--- src/rtl/touch_key_cfg.svh ---
// register map, field positions and reset values of the touch key measurement unit
`ifndef TOUCH_KEY_CFG_SVH
`define TOUCH_KEY_CFG_SVH
`define IDX_SLOT_PRELOAD  4'h0
`define IDX_TOUCH_CTRL0   4'h1
`define IDX_TOUCH_CTRL1   4'h2
`define IDX_FUNC_LOW      4'h3
`define IDX_FUNC_HIGH     4'h4
`define IDX_SENSE_LOW     4'h5
`define IDX_SENSE_HIGH    4'h6
`define IDX_REFCAP_LOW    4'h7
`define IDX_REFCAP_HIGH   4'h8
`define IDX_MOD_CTRL_A    4'h9
`define IDX_MOD_CTRL_B    4'hA
`define IDX_IRQ_CTRL      4'hB
`define IDX_LAST          4'hB
`define ADDR_W            12
`define CNT_W             16
`define SLOT_W            8
`define B_SLOT_OVF        6
`define B_START           5
`define B_SENSE_OVF       4
`define B_FUNC_OVF        3
`define B_IRQ_FLAG        5
`define B_IRQ_EN          2
`define B_TSS             7
`define B_ROEN            5
`define B_KOEN            4
`define B_FDBL            5
`define B_FILT            4
`define B_HOPHW           3
`define OSC_FREQ_RST      2'h3
`define RESP_OKAY         2'h0
`define RESP_SLVERR       2'h2
`endif

--- src/rtl/touch_key_pkg.sv ---
// types shared by the touch key measurement unit
package touch_key_pkg;
   typedef logic [7:0] byte_type;
   typedef enum logic [1:0] {
      FCLK_DIV1 = 2'b00,
      FCLK_DIV2 = 2'b01,
      FCLK_DIV4 = 2'b10,
      FCLK_DIV8 = 2'b11
   } fclk_sel_type;
   typedef enum logic [1:0] {
      MUX_PAD_ONE = 2'b00,
      MUX_PAD_TWO = 2'b01,
      MUX_RSVD_A  = 2'b10,
      MUX_RSVD_B  = 2'b11
   } key_mux_type;
endpackage

--- src/rtl/touch_key_unit.sv ---
// capacitive key measurement unit with AXI4-Lite register access
//
// Our own choices: the AXI4-Lite interface to the registers and the placing of the registers.
`timescale 1ns/1ps
`include "touch_key_cfg.svh"
module touch_key_unit
   import touch_key_pkg::*;
#(
   parameter int UNIT_W = 5
) (
   input  wire logic                I_CLOCK,        // system clock, 100 MHz
   input  wire logic                I_RST_N,        // async reset, active low
   input  wire logic [`ADDR_W-1:0]  I_AWADDR,       // write address
   input  wire logic                I_AWVALID,      // write address valid
   output logic                     O_AWREADY,      // write address ready
   input  wire logic [31:0]         I_WDATA,        // write data
   input  wire logic [3:0]          I_WSTRB,        // write byte enables
   input  wire logic                I_WVALID,       // write data valid
   output logic                     O_WREADY,       // write data ready
   output logic [1:0]               O_BRESP,        // write response
   output logic                     O_BVALID,       // write response valid
   input  wire logic                I_BREADY,       // write response ready
   input  wire logic [`ADDR_W-1:0]  I_ARADDR,       // read address
   input  wire logic                I_ARVALID,      // read address valid
   output logic                     O_ARREADY,      // read address ready
   output logic [31:0]              O_RDATA,        // read data
   output logic [1:0]               O_RRESP,        // read response
   output logic                     O_RVALID,       // read data valid
   input  wire logic                I_RREADY,       // read data ready
   input  wire logic                I_REF_OSC_TICK, // one pulse per reference osc cycle
   input  wire logic [1:0]          I_KEY_OSC_TICK, // one pulse per pad osc cycle
   output logic                     O_REF_OSC_EN,   // reference oscillator run
   output logic                     O_KEY_OSC_EN,   // key oscillator run
   output logic [1:0]               O_OSC_FREQ_SEL, // oscillator band
   output logic [2:0]               O_HOP_SEL,      // hop frequency in use
   output logic                     O_FREQ_DOUBLE,  // key oscillator doubling
   output logic                     O_FILTER_EN,    // filter function enable
   output logic [1:0]               O_KEY_MUX_SEL,  // pad routed to the sense osc
   output logic [1:0]               O_PAD_EN,       // per pad enables
   output logic [9:0]               O_REF_CAP,      // reference capacitor code
   output logic                     O_TOUCH_IRQ     // flag and enable, to the controller
);

   ////////////////////////////////////////////////////////////////////////////
   generate
      if (UNIT_W < 1 || UNIT_W > 8) begin : g_bad_unit
         $error("UNIT_W must lie in 1..8");
      end
   endgenerate

   function automatic logic reg_hit(input logic [`ADDR_W-1:0] a);
      reg_hit = (a[1:0] == 2'h0) && (a[`ADDR_W-1:2] <= (`ADDR_W-2)'(`IDX_LAST));
   endfunction

   byte_type             preload_r;
   logic                 slot_ovf_r;
   logic                 start_r;
   logic                 start_prev_r;
   logic                 sense_ovf_r;
   logic                 func_ovf_r;
   fclk_sel_type         fclk_r;
   logic [1:0]           osc_freq_r;
   logic [9:0]           ref_cap_r;
   byte_type             ctrl_a_r;
   logic                 tss_r;
   logic                 roen_r;
   logic                 koen_r;
   logic [1:0]           pad_en_r;
   logic                 irq_flag_r;
   logic                 irq_en_r;
   logic                 run_r;
   logic [2:0]           div_r;
   logic [UNIT_W-1:0]    unit_r;
   logic [`SLOT_W-1:0]   slot_r;
   logic [`CNT_W-1:0]    sense_r;
   logic [`CNT_W-1:0]    func_r;
   logic [2:0]           hop_hw_r;

   ////////////////////////////////////////////////////////////////////////////
   // AXI4-Lite write side
   logic                 aw_got_r;
   logic                 w_got_r;
   logic [`ADDR_W-1:0]   awaddr_r;
   logic [31:0]          wdata_r;
   logic                 wlane0_r;
   logic                 wr_do;
   logic                 wr_ok;
   logic [3:0]           wr_idx;

   assign wr_do  = aw_got_r && w_got_r && !O_BVALID;
   assign wr_ok  = wr_do && reg_hit(awaddr_r) && wlane0_r;
   assign wr_idx = awaddr_r[5:2];

   always_ff @(posedge I_CLOCK or negedge I_RST_N) begin
      if (!I_RST_N) begin
         O_AWREADY <= 1'b1;
         aw_got_r  <= 1'b0;
         awaddr_r  <= '0;
      end else if (I_AWVALID && O_AWREADY) begin
         O_AWREADY <= 1'b0;
         aw_got_r  <= 1'b1;
         awaddr_r  <= I_AWADDR;
      end else begin
         if (wr_do)
            aw_got_r <= 1'b0;
         if (O_BVALID && I_BREADY)
            O_AWREADY <= 1'b1;
      end
   end

   always_ff @(posedge I_CLOCK or negedge I_RST_N) begin
      if (!I_RST_N) begin
         O_WREADY <= 1'b1;
         w_got_r  <= 1'b0;
         wdata_r  <= '0;
         wlane0_r <= 1'b0;
      end else if (I_WVALID && O_WREADY) begin
         O_WREADY <= 1'b0;
         w_got_r  <= 1'b1;
         wdata_r  <= I_WDATA;
         wlane0_r <= I_WSTRB[0];
      end else begin
         if (wr_do)
            w_got_r <= 1'b0;
         if (O_BVALID && I_BREADY)
            O_WREADY <= 1'b1;
      end
   end

   // a write without lane 0 or to a hole is refused with SLVERR, nothing stored
   always_ff @(posedge I_CLOCK or negedge I_RST_N) begin
      if (!I_RST_N) begin
         O_BVALID <= 1'b0;
         O_BRESP  <= `RESP_OKAY;
      end else if (wr_do) begin
         O_BVALID <= 1'b1;
         O_BRESP  <= wr_ok ? `RESP_OKAY : `RESP_SLVERR;
      end else if (I_BREADY) begin
         O_BVALID <= 1'b0;
      end
   end

   ////////////////////////////////////////////////////////////////////////////
   // AXI4-Lite read side
   logic [31:0]          rd_word;

   always_comb begin
      rd_word = '0;
      unique case (I_ARADDR[5:2])
         `IDX_SLOT_PRELOAD: rd_word[7:0] = preload_r;
         `IDX_TOUCH_CTRL0:  rd_word[7:0] = {1'b0, slot_ovf_r, start_r, sense_ovf_r,
                                           func_ovf_r, 1'b0, fclk_r};
         `IDX_TOUCH_CTRL1:  rd_word[1:0] = osc_freq_r;
         `IDX_FUNC_LOW:     rd_word[7:0] = func_r[7:0];
         `IDX_FUNC_HIGH:    rd_word[7:0] = func_r[15:8];
         `IDX_SENSE_LOW:    rd_word[7:0] = sense_r[7:0];
         `IDX_SENSE_HIGH:   rd_word[7:0] = sense_r[15:8];
         `IDX_REFCAP_LOW:   rd_word[7:0] = ref_cap_r[7:0];
         `IDX_REFCAP_HIGH:  rd_word[1:0] = ref_cap_r[9:8];
         `IDX_MOD_CTRL_A:   rd_word[7:0] = ctrl_a_r;
         `IDX_MOD_CTRL_B:   rd_word[7:0] = {tss_r, 1'b0, roen_r, koen_r, 2'b00, pad_en_r};
         `IDX_IRQ_CTRL:     rd_word[7:0] = {2'b00, irq_flag_r, 2'b00, irq_en_r, 2'b00};
         default:           rd_word = '0;
      endcase
      if (!reg_hit(I_ARADDR))
         rd_word = '0;
   end

   always_ff @(posedge I_CLOCK or negedge I_RST_N) begin
      if (!I_RST_N) begin
         O_ARREADY <= 1'b1;
         O_RVALID  <= 1'b0;
         O_RDATA   <= '0;
         O_RRESP   <= `RESP_OKAY;
      end else if (I_ARVALID && O_ARREADY) begin
         O_ARREADY <= 1'b0;
         O_RVALID  <= 1'b1;
         O_RDATA   <= rd_word;
         O_RRESP   <= reg_hit(I_ARADDR) ? `RESP_OKAY : `RESP_SLVERR;
      end else if (O_RVALID && I_RREADY) begin
         O_RVALID  <= 1'b0;
         O_ARREADY <= 1'b1;
      end
   end

   ////////////////////////////////////////////////////////////////////////////
   // measurement timing
   logic                 start_rise;
   logic                 slot_tick;
   logic                 key_tick;
   logic                 func_tick;
   logic                 unit_wrap;
   logic                 slot_ovf_evt;
   logic                 sense_wrap;
   logic                 func_wrap;

   assign start_rise = start_r && !start_prev_r;
   // start low stops the slot counter at once, not one cycle after run falls
   assign slot_tick  = run_r && start_r
                       && (tss_r ? (div_r[1:0] == 2'h3) : (I_REF_OSC_TICK && roen_r));
   assign key_tick   = run_r && koen_r && pad_en_r[O_KEY_MUX_SEL[0]]
                       && !O_KEY_MUX_SEL[1] && I_KEY_OSC_TICK[O_KEY_MUX_SEL[0]];
   always_comb begin
      unique case (fclk_r)
         FCLK_DIV1: func_tick = run_r;
         FCLK_DIV2: func_tick = run_r && div_r[0];
         FCLK_DIV4: func_tick = run_r && (div_r[1:0] == 2'h3);
         FCLK_DIV8: func_tick = run_r && (div_r == 3'h7);
      endcase
   end
   assign unit_wrap    = slot_tick && (unit_r == {UNIT_W{1'b1}});
   assign slot_ovf_evt = unit_wrap && (slot_r == {`SLOT_W{1'b1}});
   assign sense_wrap   = key_tick && (sense_r == {`CNT_W{1'b1}});
   assign func_wrap    = func_tick && (func_r == {`CNT_W{1'b1}});

   // free running system clock prescaler
   always_ff @(posedge I_CLOCK or negedge I_RST_N) begin
      if (!I_RST_N)
         div_r <= '0;
      else
         div_r <= div_r + 3'h1;
   end

   always_ff @(posedge I_CLOCK or negedge I_RST_N) begin
      if (!I_RST_N) begin
         start_prev_r <= 1'b0;
         run_r        <= 1'b0;
      end else begin
         start_prev_r <= start_r;
         if (!start_r || slot_ovf_evt)
            run_r <= 1'b0;
         else if (start_rise)
            run_r <= 1'b1;
      end
   end

   // slot counter keeps its value while start is low
   always_ff @(posedge I_CLOCK or negedge I_RST_N) begin
      if (!I_RST_N) begin
         unit_r <= '0;
         slot_r <= '0;
      end else begin
         if (!start_r)
            unit_r <= '0;
         else if (slot_tick)
            unit_r <= unit_r + 1'b1;
         if (start_rise)
            slot_r <= preload_r;
         else if (unit_wrap)
            slot_r <= slot_r + 1'b1;
      end
   end

   // sense and function counters wrap and keep going until the window closes
   always_ff @(posedge I_CLOCK or negedge I_RST_N) begin
      if (!I_RST_N) begin
         sense_r <= '0;
         func_r  <= '0;
      end else if (!start_r) begin
         sense_r <= '0;
         func_r  <= '0;
      end else begin
         if (key_tick)
            sense_r <= sense_r + 1'b1;
         if (func_tick)
            func_r <= func_r + 1'b1;
      end
   end

   // hardware hopping advances one step per window
   always_ff @(posedge I_CLOCK or negedge I_RST_N) begin
      if (!I_RST_N)
         hop_hw_r <= '0;
      else if (start_rise)
         hop_hw_r <= hop_hw_r + 3'h1;
   end

   ////////////////////////////////////////////////////////////////////////////
   // software registers; hardware set wins over a clear in the same cycle
   always_ff @(posedge I_CLOCK or negedge I_RST_N) begin
      if (!I_RST_N) begin
         slot_ovf_r  <= 1'b0;
         start_r     <= 1'b0;
         sense_ovf_r <= 1'b0;
         func_ovf_r  <= 1'b0;
         fclk_r      <= FCLK_DIV1;
      end else begin
         if (wr_ok && wr_idx == `IDX_TOUCH_CTRL0) begin
            slot_ovf_r  <= wdata_r[`B_SLOT_OVF];
            start_r     <= wdata_r[`B_START];
            sense_ovf_r <= wdata_r[`B_SENSE_OVF];
            func_ovf_r  <= wdata_r[`B_FUNC_OVF];
            fclk_r      <= fclk_sel_type'(wdata_r[1:0]);
         end
         if (slot_ovf_evt)
            slot_ovf_r <= 1'b1;
         if (sense_wrap)
            sense_ovf_r <= 1'b1;
         if (func_wrap)
            func_ovf_r <= 1'b1;
      end
   end

   // a software write of the overflow flag leaves the request flag alone
   always_ff @(posedge I_CLOCK or negedge I_RST_N) begin
      if (!I_RST_N) begin
         irq_flag_r <= 1'b0;
         irq_en_r   <= 1'b0;
      end else begin
         if (wr_ok && wr_idx == `IDX_IRQ_CTRL) begin
            irq_flag_r <= wdata_r[`B_IRQ_FLAG];
            irq_en_r   <= wdata_r[`B_IRQ_EN];
         end
         if (slot_ovf_evt)
            irq_flag_r <= 1'b1;
      end
   end

   always_ff @(posedge I_CLOCK or negedge I_RST_N) begin
      if (!I_RST_N) begin
         preload_r  <= '0;
         osc_freq_r <= `OSC_FREQ_RST;
         ref_cap_r  <= '0;
         ctrl_a_r   <= '0;
         tss_r      <= 1'b0;
         roen_r     <= 1'b0;
         koen_r     <= 1'b0;
         pad_en_r   <= '0;
      end else if (wr_ok) begin
         unique case (wr_idx)
            `IDX_SLOT_PRELOAD: preload_r <= wdata_r[7:0];
            `IDX_TOUCH_CTRL1:  osc_freq_r <= wdata_r[1:0];
            `IDX_REFCAP_LOW:   ref_cap_r[7:0] <= wdata_r[7:0];
            `IDX_REFCAP_HIGH:  ref_cap_r[9:8] <= wdata_r[1:0];
            `IDX_MOD_CTRL_A:   ctrl_a_r <= wdata_r[7:0];
            `IDX_MOD_CTRL_B: begin
               tss_r    <= wdata_r[`B_TSS];
               roen_r   <= wdata_r[`B_ROEN];
               koen_r   <= wdata_r[`B_KOEN];
               pad_en_r <= wdata_r[1:0];
            end
            default: ;
         endcase
      end
   end

   ////////////////////////////////////////////////////////////////////////////
   // analog side controls, all registered
   always_ff @(posedge I_CLOCK or negedge I_RST_N) begin
      if (!I_RST_N) begin
         O_REF_OSC_EN   <= 1'b0;
         O_KEY_OSC_EN   <= 1'b0;
         O_OSC_FREQ_SEL <= `OSC_FREQ_RST;
         O_HOP_SEL      <= '0;
         O_FREQ_DOUBLE  <= 1'b0;
         O_FILTER_EN    <= 1'b0;
         O_KEY_MUX_SEL  <= MUX_PAD_ONE;
         O_PAD_EN       <= '0;
         O_REF_CAP      <= '0;
         O_TOUCH_IRQ    <= 1'b0;
      end else begin
         // oscillators only run inside a window
         O_REF_OSC_EN   <= roen_r && (run_r || start_rise) && !slot_ovf_evt;
         O_KEY_OSC_EN   <= koen_r && (run_r || start_rise) && !slot_ovf_evt;
         O_OSC_FREQ_SEL <= osc_freq_r;
         O_HOP_SEL      <= ctrl_a_r[`B_HOPHW] ? hop_hw_r : ctrl_a_r[2:0];
         O_FREQ_DOUBLE  <= ctrl_a_r[`B_FDBL];
         O_FILTER_EN    <= ctrl_a_r[`B_FILT];
         O_KEY_MUX_SEL  <= ctrl_a_r[7:6];
         O_PAD_EN       <= pad_en_r;
         O_REF_CAP      <= ref_cap_r;
         O_TOUCH_IRQ    <= irq_flag_r && irq_en_r;
      end
   end

   ////////////////////////////////////////////////////////////////////////////
   a_window_end: assert property (@(posedge I_CLOCK) disable iff (!I_RST_N)
      run_r |=> slot_r == $past(slot_r) + `SLOT_W'($past(unit_wrap)))
      else $error("slot counter stepped off a unit period boundary");
   a_ovf_effects: assert property (@(posedge I_CLOCK) disable iff (!I_RST_N)
      slot_ovf_evt |=> slot_ovf_r && irq_flag_r && !run_r ##1 !O_REF_OSC_EN && !O_KEY_OSC_EN)
      else $error("slot overflow did not flag and stop");
   a_counts_held: assert property (@(posedge I_CLOCK) disable iff (!I_RST_N)
      slot_ovf_evt ##1 start_r |=> $stable(sense_r) && $stable(func_r) && $stable(slot_r))
      else $error("counters moved after the window closed");
   a_sw_no_irq: assert property (@(posedge I_CLOCK) disable iff (!I_RST_N)
      wr_ok && wr_idx == `IDX_TOUCH_CTRL0 && !irq_flag_r && !slot_ovf_evt |=> !irq_flag_r)
      else $error("software flag write raised the request");
   a_stop_clears: assert property (@(posedge I_CLOCK) disable iff (!I_RST_N)
      !start_r |=> sense_r == '0 && func_r == '0 && unit_r == '0 && slot_r == $past(slot_r))
      else $error("stopped counters not cleared or slot counter disturbed");
   a_start_load: assert property (@(posedge I_CLOCK) disable iff (!I_RST_N)
      start_rise |=> run_r && slot_r == $past(preload_r) ##1 (O_REF_OSC_EN == roen_r))
      else $error("start edge did not open the window");
   a_sense_wrap: assert property (@(posedge I_CLOCK) disable iff (!I_RST_N)
      sense_wrap |=> sense_ovf_r && sense_r == '0)
      else $error("sense counter wrap not flagged");
   a_func_wrap: assert property (@(posedge I_CLOCK) disable iff (!I_RST_N)
      func_wrap |=> func_ovf_r && func_r == '0)
      else $error("function counter wrap not flagged");
   a_func_rate: assert property (@(posedge I_CLOCK) disable iff (!I_RST_N)
      run_r && start_r && fclk_r == FCLK_DIV8 && $stable(fclk_r) && !slot_ovf_evt
      && func_r != {`CNT_W{1'b1}} |=> func_r - $past(func_r) == `CNT_W'(div_r == 3'h0))
      else $error("function counter rate wrong at divide by eight");
   a_rsvd_zero: assert property (@(posedge I_CLOCK) disable iff (!I_RST_N)
      O_RVALID |-> O_RDATA[31:8] == '0)
      else $error("unimplemented read bits not zero");

endmodule

--- config.mk ---
export PLATFORM = sky130hd
export DESIGN_NAME = touch_key_unit
export DESIGN_NICKNAME = d
export VERILOG_FILES = /design/src/rtl/touch_key_pkg.sv /design/src/rtl/touch_key_unit.sv
export VERILOG_INCLUDE_DIRS = /design/src /design/src/rtl
export SDC_FILE = /design/constraint.sdc
export NUM_CORES = 1
export LEC_CHECK = 0
export ABC_CLOCK_PERIOD_IN_PS = 1800
export BUFFER_PORTS_ARGS = -buffer_cell sky130_fd_sc_hd__buf_2
export CAP_MARGIN = 20
export CORE_MARGIN = 4
export CORE_UTILIZATION = 50
export CTS_BUF_LIST = sky130_fd_sc_hd__clkbuf_4 sky130_fd_sc_hd__clkbuf_8 sky130_fd_sc_hd__clkbuf_16
export DETAILED_ROUTE_END_ITERATION = 10
export GPL_ROUTABILITY_DRIVEN = 0
export GPL_TIMING_DRIVEN = 0
export PLACE_DENSITY_LB_ADDON = 0.25
export REMOVE_ABC_BUFFERS = 1
export SYNTH_ARGS = -nofsm -noshare
export SYNTH_HDL_FRONTEND = slang
export SYNTH_SLANG_ARGS = --single-unit
--- constraint.sdc ---
create_clock -name I_CLOCK -period 1.8 [get_ports I_CLOCK]
set_input_delay 0.18 -clock I_CLOCK [delete_from_list [all_inputs] [get_ports I_CLOCK]]
set_output_delay 0.18 -clock I_CLOCK [all_outputs]
set_load 0.005 [all_outputs]
* Yosys cells after proc, flatten, opt, wreduce, memory -nomap -nowiden
Cells that the tools add are included.
** Word-level totals
- Register bits :: 182
- Bits in latches :: 0
- Memory bits (writable) :: 0
- Memory bits (read-only) :: 0
- Input port bits :: 70
- Output and inout bits :: 65
- Logic and storage cells :: 191
- Memories :: 0
** Operators by class
- Add/subtract/negate cells :: 6
- $mul :: 0
- Div/mod/pow operators :: 0
- $lt $le $gt $ge :: 3
- Equality and inequality tests :: 30
- Shifts and indexed selects :: 0
- Mux-type cells :: 42
- Bitwise operators :: 0
- Reductions and logical operators :: 63
** Operators by type and width (count)
- $mux W16 :: 4
- $pmux W6 S10 :: 1
- $logic_and A1 B1 Y1 :: 33
- $add A16 B1 Y16 const B :: 2
- $eq A16 B16 Y1 const B :: 2
- $eq A4 B4 Y1 const B :: 8
- $mux W1 :: 27
- $mux W8 :: 3
- $reduce_bool A2 Y1 :: 12
- $pmux W2 S11 :: 1
- $eq A4 B3 Y1 const B :: 5
- $le A10 B4 Y1 const B :: 2
- $eq A4 B2 Y1 const B :: 3
- $reduce_and A2 Y1 :: 6
- $mux W5 :: 2
- $add A8 B1 Y8 const B :: 1
- $eq A4 B1 Y1 const B :: 2
- $eq A8 B8 Y1 const B :: 1
- $logic_not A4 Y1 :: 2
- $add A3 B1 Y3 const B :: 2
- $eq A2 B2 Y1 const B :: 3
- $logic_not A2 Y1 :: 3
- $ne A2 B1 Y1 const B :: 3
- $add A5 B1 Y5 const B :: 1
- other kinds (9) :: 15

* Longest topological paths before layout
- Depth in word-level cells :: 7
- Mapped depth :: 8
- Depth with buffers taken out :: 7

* Worst setup path before layout
Ideal clock, no wire load.
- Path type :: register -> register
- Start :: register awaddr_r[0]
- End :: register ref_cap_r[0]
- Arrival time :: 1798 ps
- Required time :: 1675 ps
- Setup slack :: -122 ps
- Stages on the path, launching flop included :: 6
- Path buffers :: 1
- Clock period less this slack :: 1922 ps
- Cell sequence :: dfrtp_1 > or4_4 > nor3_2 > and4_1 > buf_4 > mux2_2
** On the way
- Word-level cells in the longest chain between the ends :: 5
** RTL lines
- start: declaration :: RTL line touch_key_unit.sv:83 : logic [`ADDR_W-1:0] awaddr_r;
- start signal: assignment :: RTL line touch_key_unit.sv:98 : awaddr_r <= '0;
- start signal: assignment :: RTL line touch_key_unit.sv:102 : awaddr_r <= I_AWADDR;
- $logic_not A2 Y1 :: RTL line touch_key_unit.sv:52 : reg_hit = (a[1:0] == 2'h0) && (a[`ADDR_W-1:2] <= (`ADDR_W-2)'(`IDX_LAST));
- $logic_and A1 B1 Y1 :: RTL line touch_key_unit.sv:52
- $logic_and A1 B1 Y1 (2 in series) :: RTL line touch_key_unit.sv:91 : assign wr_ok = wr_do && reg_hit(awaddr_r) && wlane0_r;
- $reduce_and A2 Y1 (no source line)
- end signal: assignment :: RTL line touch_key_unit.sv:333 : `IDX_REFCAP_LOW: ref_cap_r[7:0] <= wdata_r[7:0];
- end: declaration :: RTL line touch_key_unit.sv:63 : logic [9:0] ref_cap_r;
Every way passes these cells.
A chain may end at the register's enable or synchronous reset.

* Worst setup path after layout
- Start :: register awaddr_r[0]
- End :: register ref_cap_r[1]
The elaborated chain is that of the path after synthesis.

==> reports/metrics.cfg <==
[timing]
slew_viol_final=0
fmax_mhz=501
whs_ns=0.187
maxSlewHeadroom_pct=50.4
finalSetupViolCount=46
rsz0062_at_grt=yes
period_needed_ns=1.99
finalCritPeriodShare_pct=111
skew_ns=0.0103
worst_slack_ns=-0.195
worst_slew_pin_slew_ns=0.740
hold_violations=0

[grt]
grt_pass1_vias=5519
grt_usage_pct=22.4
grt_max_degree=93
grt_overflow=0
grt_pass1_wl_um=28700
antenna_found_initial=0

[layout]
stdcell_area_um2=9180
layout_commonest_cell=dfrtp_1
nets=855
area_delta_synth_final_pct=24.9
antenna_cells=0
final_layout_size_suffix_gt1_share_pct=31.5
mostFrequentLayoutCells=148 x dfrtp_1, 80 x buf_2, 62 x nand2_1, 57 x mux2_2, 39 x nor2_1

[worst_setup_path]
path_class=register to register
required_ns=2.11
end_kind=register
cp_data_arrival_time_ns=2.30
crit_path_cell_trace=or4_4, nor3_4, and4_4, mux2_4
cpPeakStageDelay_ns=0.59
worst_path_max_delay_cell=or4_4
critPathLaunchType=register
rr_worst_depth=4
cp_max_fo=8

[floorplanning]
initial_core_util_pct=50.8
die-area_um2=16700
fp-row-count=44
pin_count=135
dieHeight_um=129
die_w_um=129
core_area_um2=14500

[clock_network]
cts.clk_slew.worst_paths_ns=0.07
clk_path_buf_depth=2
cts_tree=built
clkLatencyLatePin_ns=0.43
cts_inserted_buffers=17
cts-root-buf=clkbuf_16
cts.sinks=156
cts_htree_levels=4

[synth]
ys_seq_elements=156
netlist-cell-type-count=58
synth_area_per_cell_um2=11.3
yosysWarningCount=0
synth_edf_count=0
ys_async_sr_fraction_pct=100
yosysSeqAreaShare_pct=53.2
netlist_area_um2=7350
syn_inst=651
synthFlopType=dfrtp_1

[routing]
ant_nets=0
wl_per_cell_um=18.9
wl_um=18400
route.detailed.drc=0
drt_pass1_iterations=4
via_count=5492
via_per_inst=5.64
drt_iter0_markers=463

[run_status]
violations=negative setup slack
outcome=complete, but fails checks

[pwr]
p_leak_uw=0.00419
vdd_ir_drop_max_v=0.000793
powerDensity_nw_per_um2=956

[placement]
dp.final_hpwl_um=12200
placed_cell_area_um2=7820
numPortBuffers=81

[min_path]
worst_hold_path_type=input pin to register
hold_depth=5

[run]
cap_violations=0

metal layers:
layer | track usage (%) | wire, µm | up-vias
met2 | 36.7 | 9230 | 171
met4 | 6.36 | 349 | 0
met5 | 0 | 0 | -
met3 | 6.27 | 1110 | 26
li1 | - | - | 2518
met1 | 29.3 | 7700 | 2777
registers in the layout, indices dropped and copies added, names as in the netlist, 2 cells and up:
| register | count |
|---|---|
| O_HOP_SEL | 3 |
| O_KEY_MUX_SEL | 2 |
| O_OSC_FREQ_SEL | 2 |
| O_PAD_EN | 2 |
| O_RDATA | 8 |
| O_REF_CAP | 10 |
| awaddr_r | 12 |
| ctrl_a_r | 8 |
| div_r | 3 |
| fclk_r | 2 |
| func_r | 16 |
| hop_hw_r | 3 |
| osc_freq_r | 2 |
| pad_en_r | 2 |
| preload_r | 8 |
| ref_cap_r | 10 |
| sense_r | 16 |
| slot_r | 8 |
| unit_r | 5 |
| wdata_r | 8 |
final timing paths:
kind	end	slack [ns]	start
setup / recovery	ref_cap_r[1]$_DFFE_PN0P_	-0.19	awaddr_r[0]$_DFFE_PN0P_
hold / removal	O_RDATA[0]$_DFFE_PN0P_	0.19	I_ARADDR[9]
setup reg to reg	ref_cap_r[1]$_DFFE_PN0P_	-0.19	awaddr_r[0]$_DFFE_PN0P_
hold reg to reg	O_OSC_FREQ_SEL[0]$_DFF_PN1_	0.38	osc_freq_r[0]$_DFFE_PN1P_
max in group asynchronous	start_r$_DFFE_PN0P_	0.60	I_RST_N
min in group asynchronous	O_RVALID$_DFFE_PN0P_	0.30	I_RST_N
final cells by class:
type | instances | area [µm²]
repair buffers | 130 | 886
inverters | 10 | 41.3
clock inverters | 13 | 133
clock buffers | 19 | 447
repair inverters | 1 | 5.00
fillers | 1124 | 5300
flip-flops and latches | 156 | 3920
multi-input cells | 461 | 3520
well taps | 184 | 230
synth_stat cells, types with 3 or more instances:
| library cell | count | share of area (%) |
|---|---|---|
| nand3_1 | 24 | 1.6 |
| nor2b_1 | 10 | 0.85 |
| nor2_1 | 40 | 2.0 |
| buf_4 | 27 | 2.8 |
| xnor2_1 | 18 | 2.1 |
| a22oi_1 | 6 | 0.61 |
| nor3_1 | 8 | 0.54 |
| buf_2 | 3 | 0.20 |
| mux2i_1 | 18 | 2.5 |
| clkbuf_1 | 17 | 0.87 |
| buf_1 | 3 | 0.15 |
| nand4_1 | 19 | 1.6 |
| a22o_1 | 4 | 0.48 |
| and3_1 | 16 | 1.4 |
| nor3b_1 | 5 | 0.51 |
| mux2_2 | 66 | 10 |
| dfrtp_1 | 149 | 51 |
| ha_1 | 8 | 1.4 |
| nor4_1 | 4 | 0.34 |
| dfstp_2 | 7 | 2.5 |
| inv_1 | 10 | 0.51 |
| and2_1 | 8 | 0.68 |
| nand3b_1 | 3 | 0.31 |
| or3_1 | 3 | 0.26 |
| and4_1 | 4 | 0.48 |
| xor2_1 | 20 | 2.4 |
| o21ai_0 | 33 | 2.2 |
| nand2_1 | 63 | 3.2 |
| a31oi_1 | 4 | 0.34 |
| a21oi_1 | 7 | 0.48 |
| a2bb2oi_1 | 5 | 0.60 |
| nand2b_1 | 3 | 0.26 |
worst max-delay path: cells and delay by family (launching register included):
family	cells	cell delay [ns]
AND/OR/NAND/NOR	3	1.16
multiplexers	1	0.33
flip-flops	1	0.38
stage by stage:
step	setup WS, ns	total power [µW]	instances	util (%)	setup TNS (ns)
2_1_floorplan	-0.186	4740	626	-	-2.15
3_3_place_gp	-1.60	5130	891	53.8	-261.26
3_5_place_dp	-0.937	5200	892	54.0	-22.69
4_1_cts	-0.231	8780	970	62.2	-6.80
5_1_grt	-0.286	9140	974	63.4	-9.96
6_report	-0.195	8770	974	63.4	-5.84
repair_timing:
item                                   CTS  global route
buffers inserted                        14             4
gates cloned                             2             0
setup endpoints to repair               81            70
endpoints found under the hold margin   85             0
pin swaps                               15            16
hold buffers                            30             0
gates resized for setup                 36            29
report_power, final:
part | total [µW] | internal, µW | switching [µW]
Sequential | 4340 | 3860 | 476
Combinational | 955 | 492 | 463
Clock | 3480 | 1990 | 1490
cells by family (layout without fill, tap and decap cells):
family / after synthesis / count (layout) / share of synthesized area (%)
and+or+nand+nor: 223 / 223 / 15.8
DFF: 156 / 156 / 53.2
muxes: 85 / 85 / 12.9
AOI/OAI and AO/OA: 80 / 81 / 7.64
buffers and inverters: 60 / 173 / 4.49
xor gates and xnor gates: 38 / 38 / 4.53
adders and majority gates: 8 / 8 / 1.36
other: 1 / 26 / 0.0510
(Power assumes the default switching activity.)
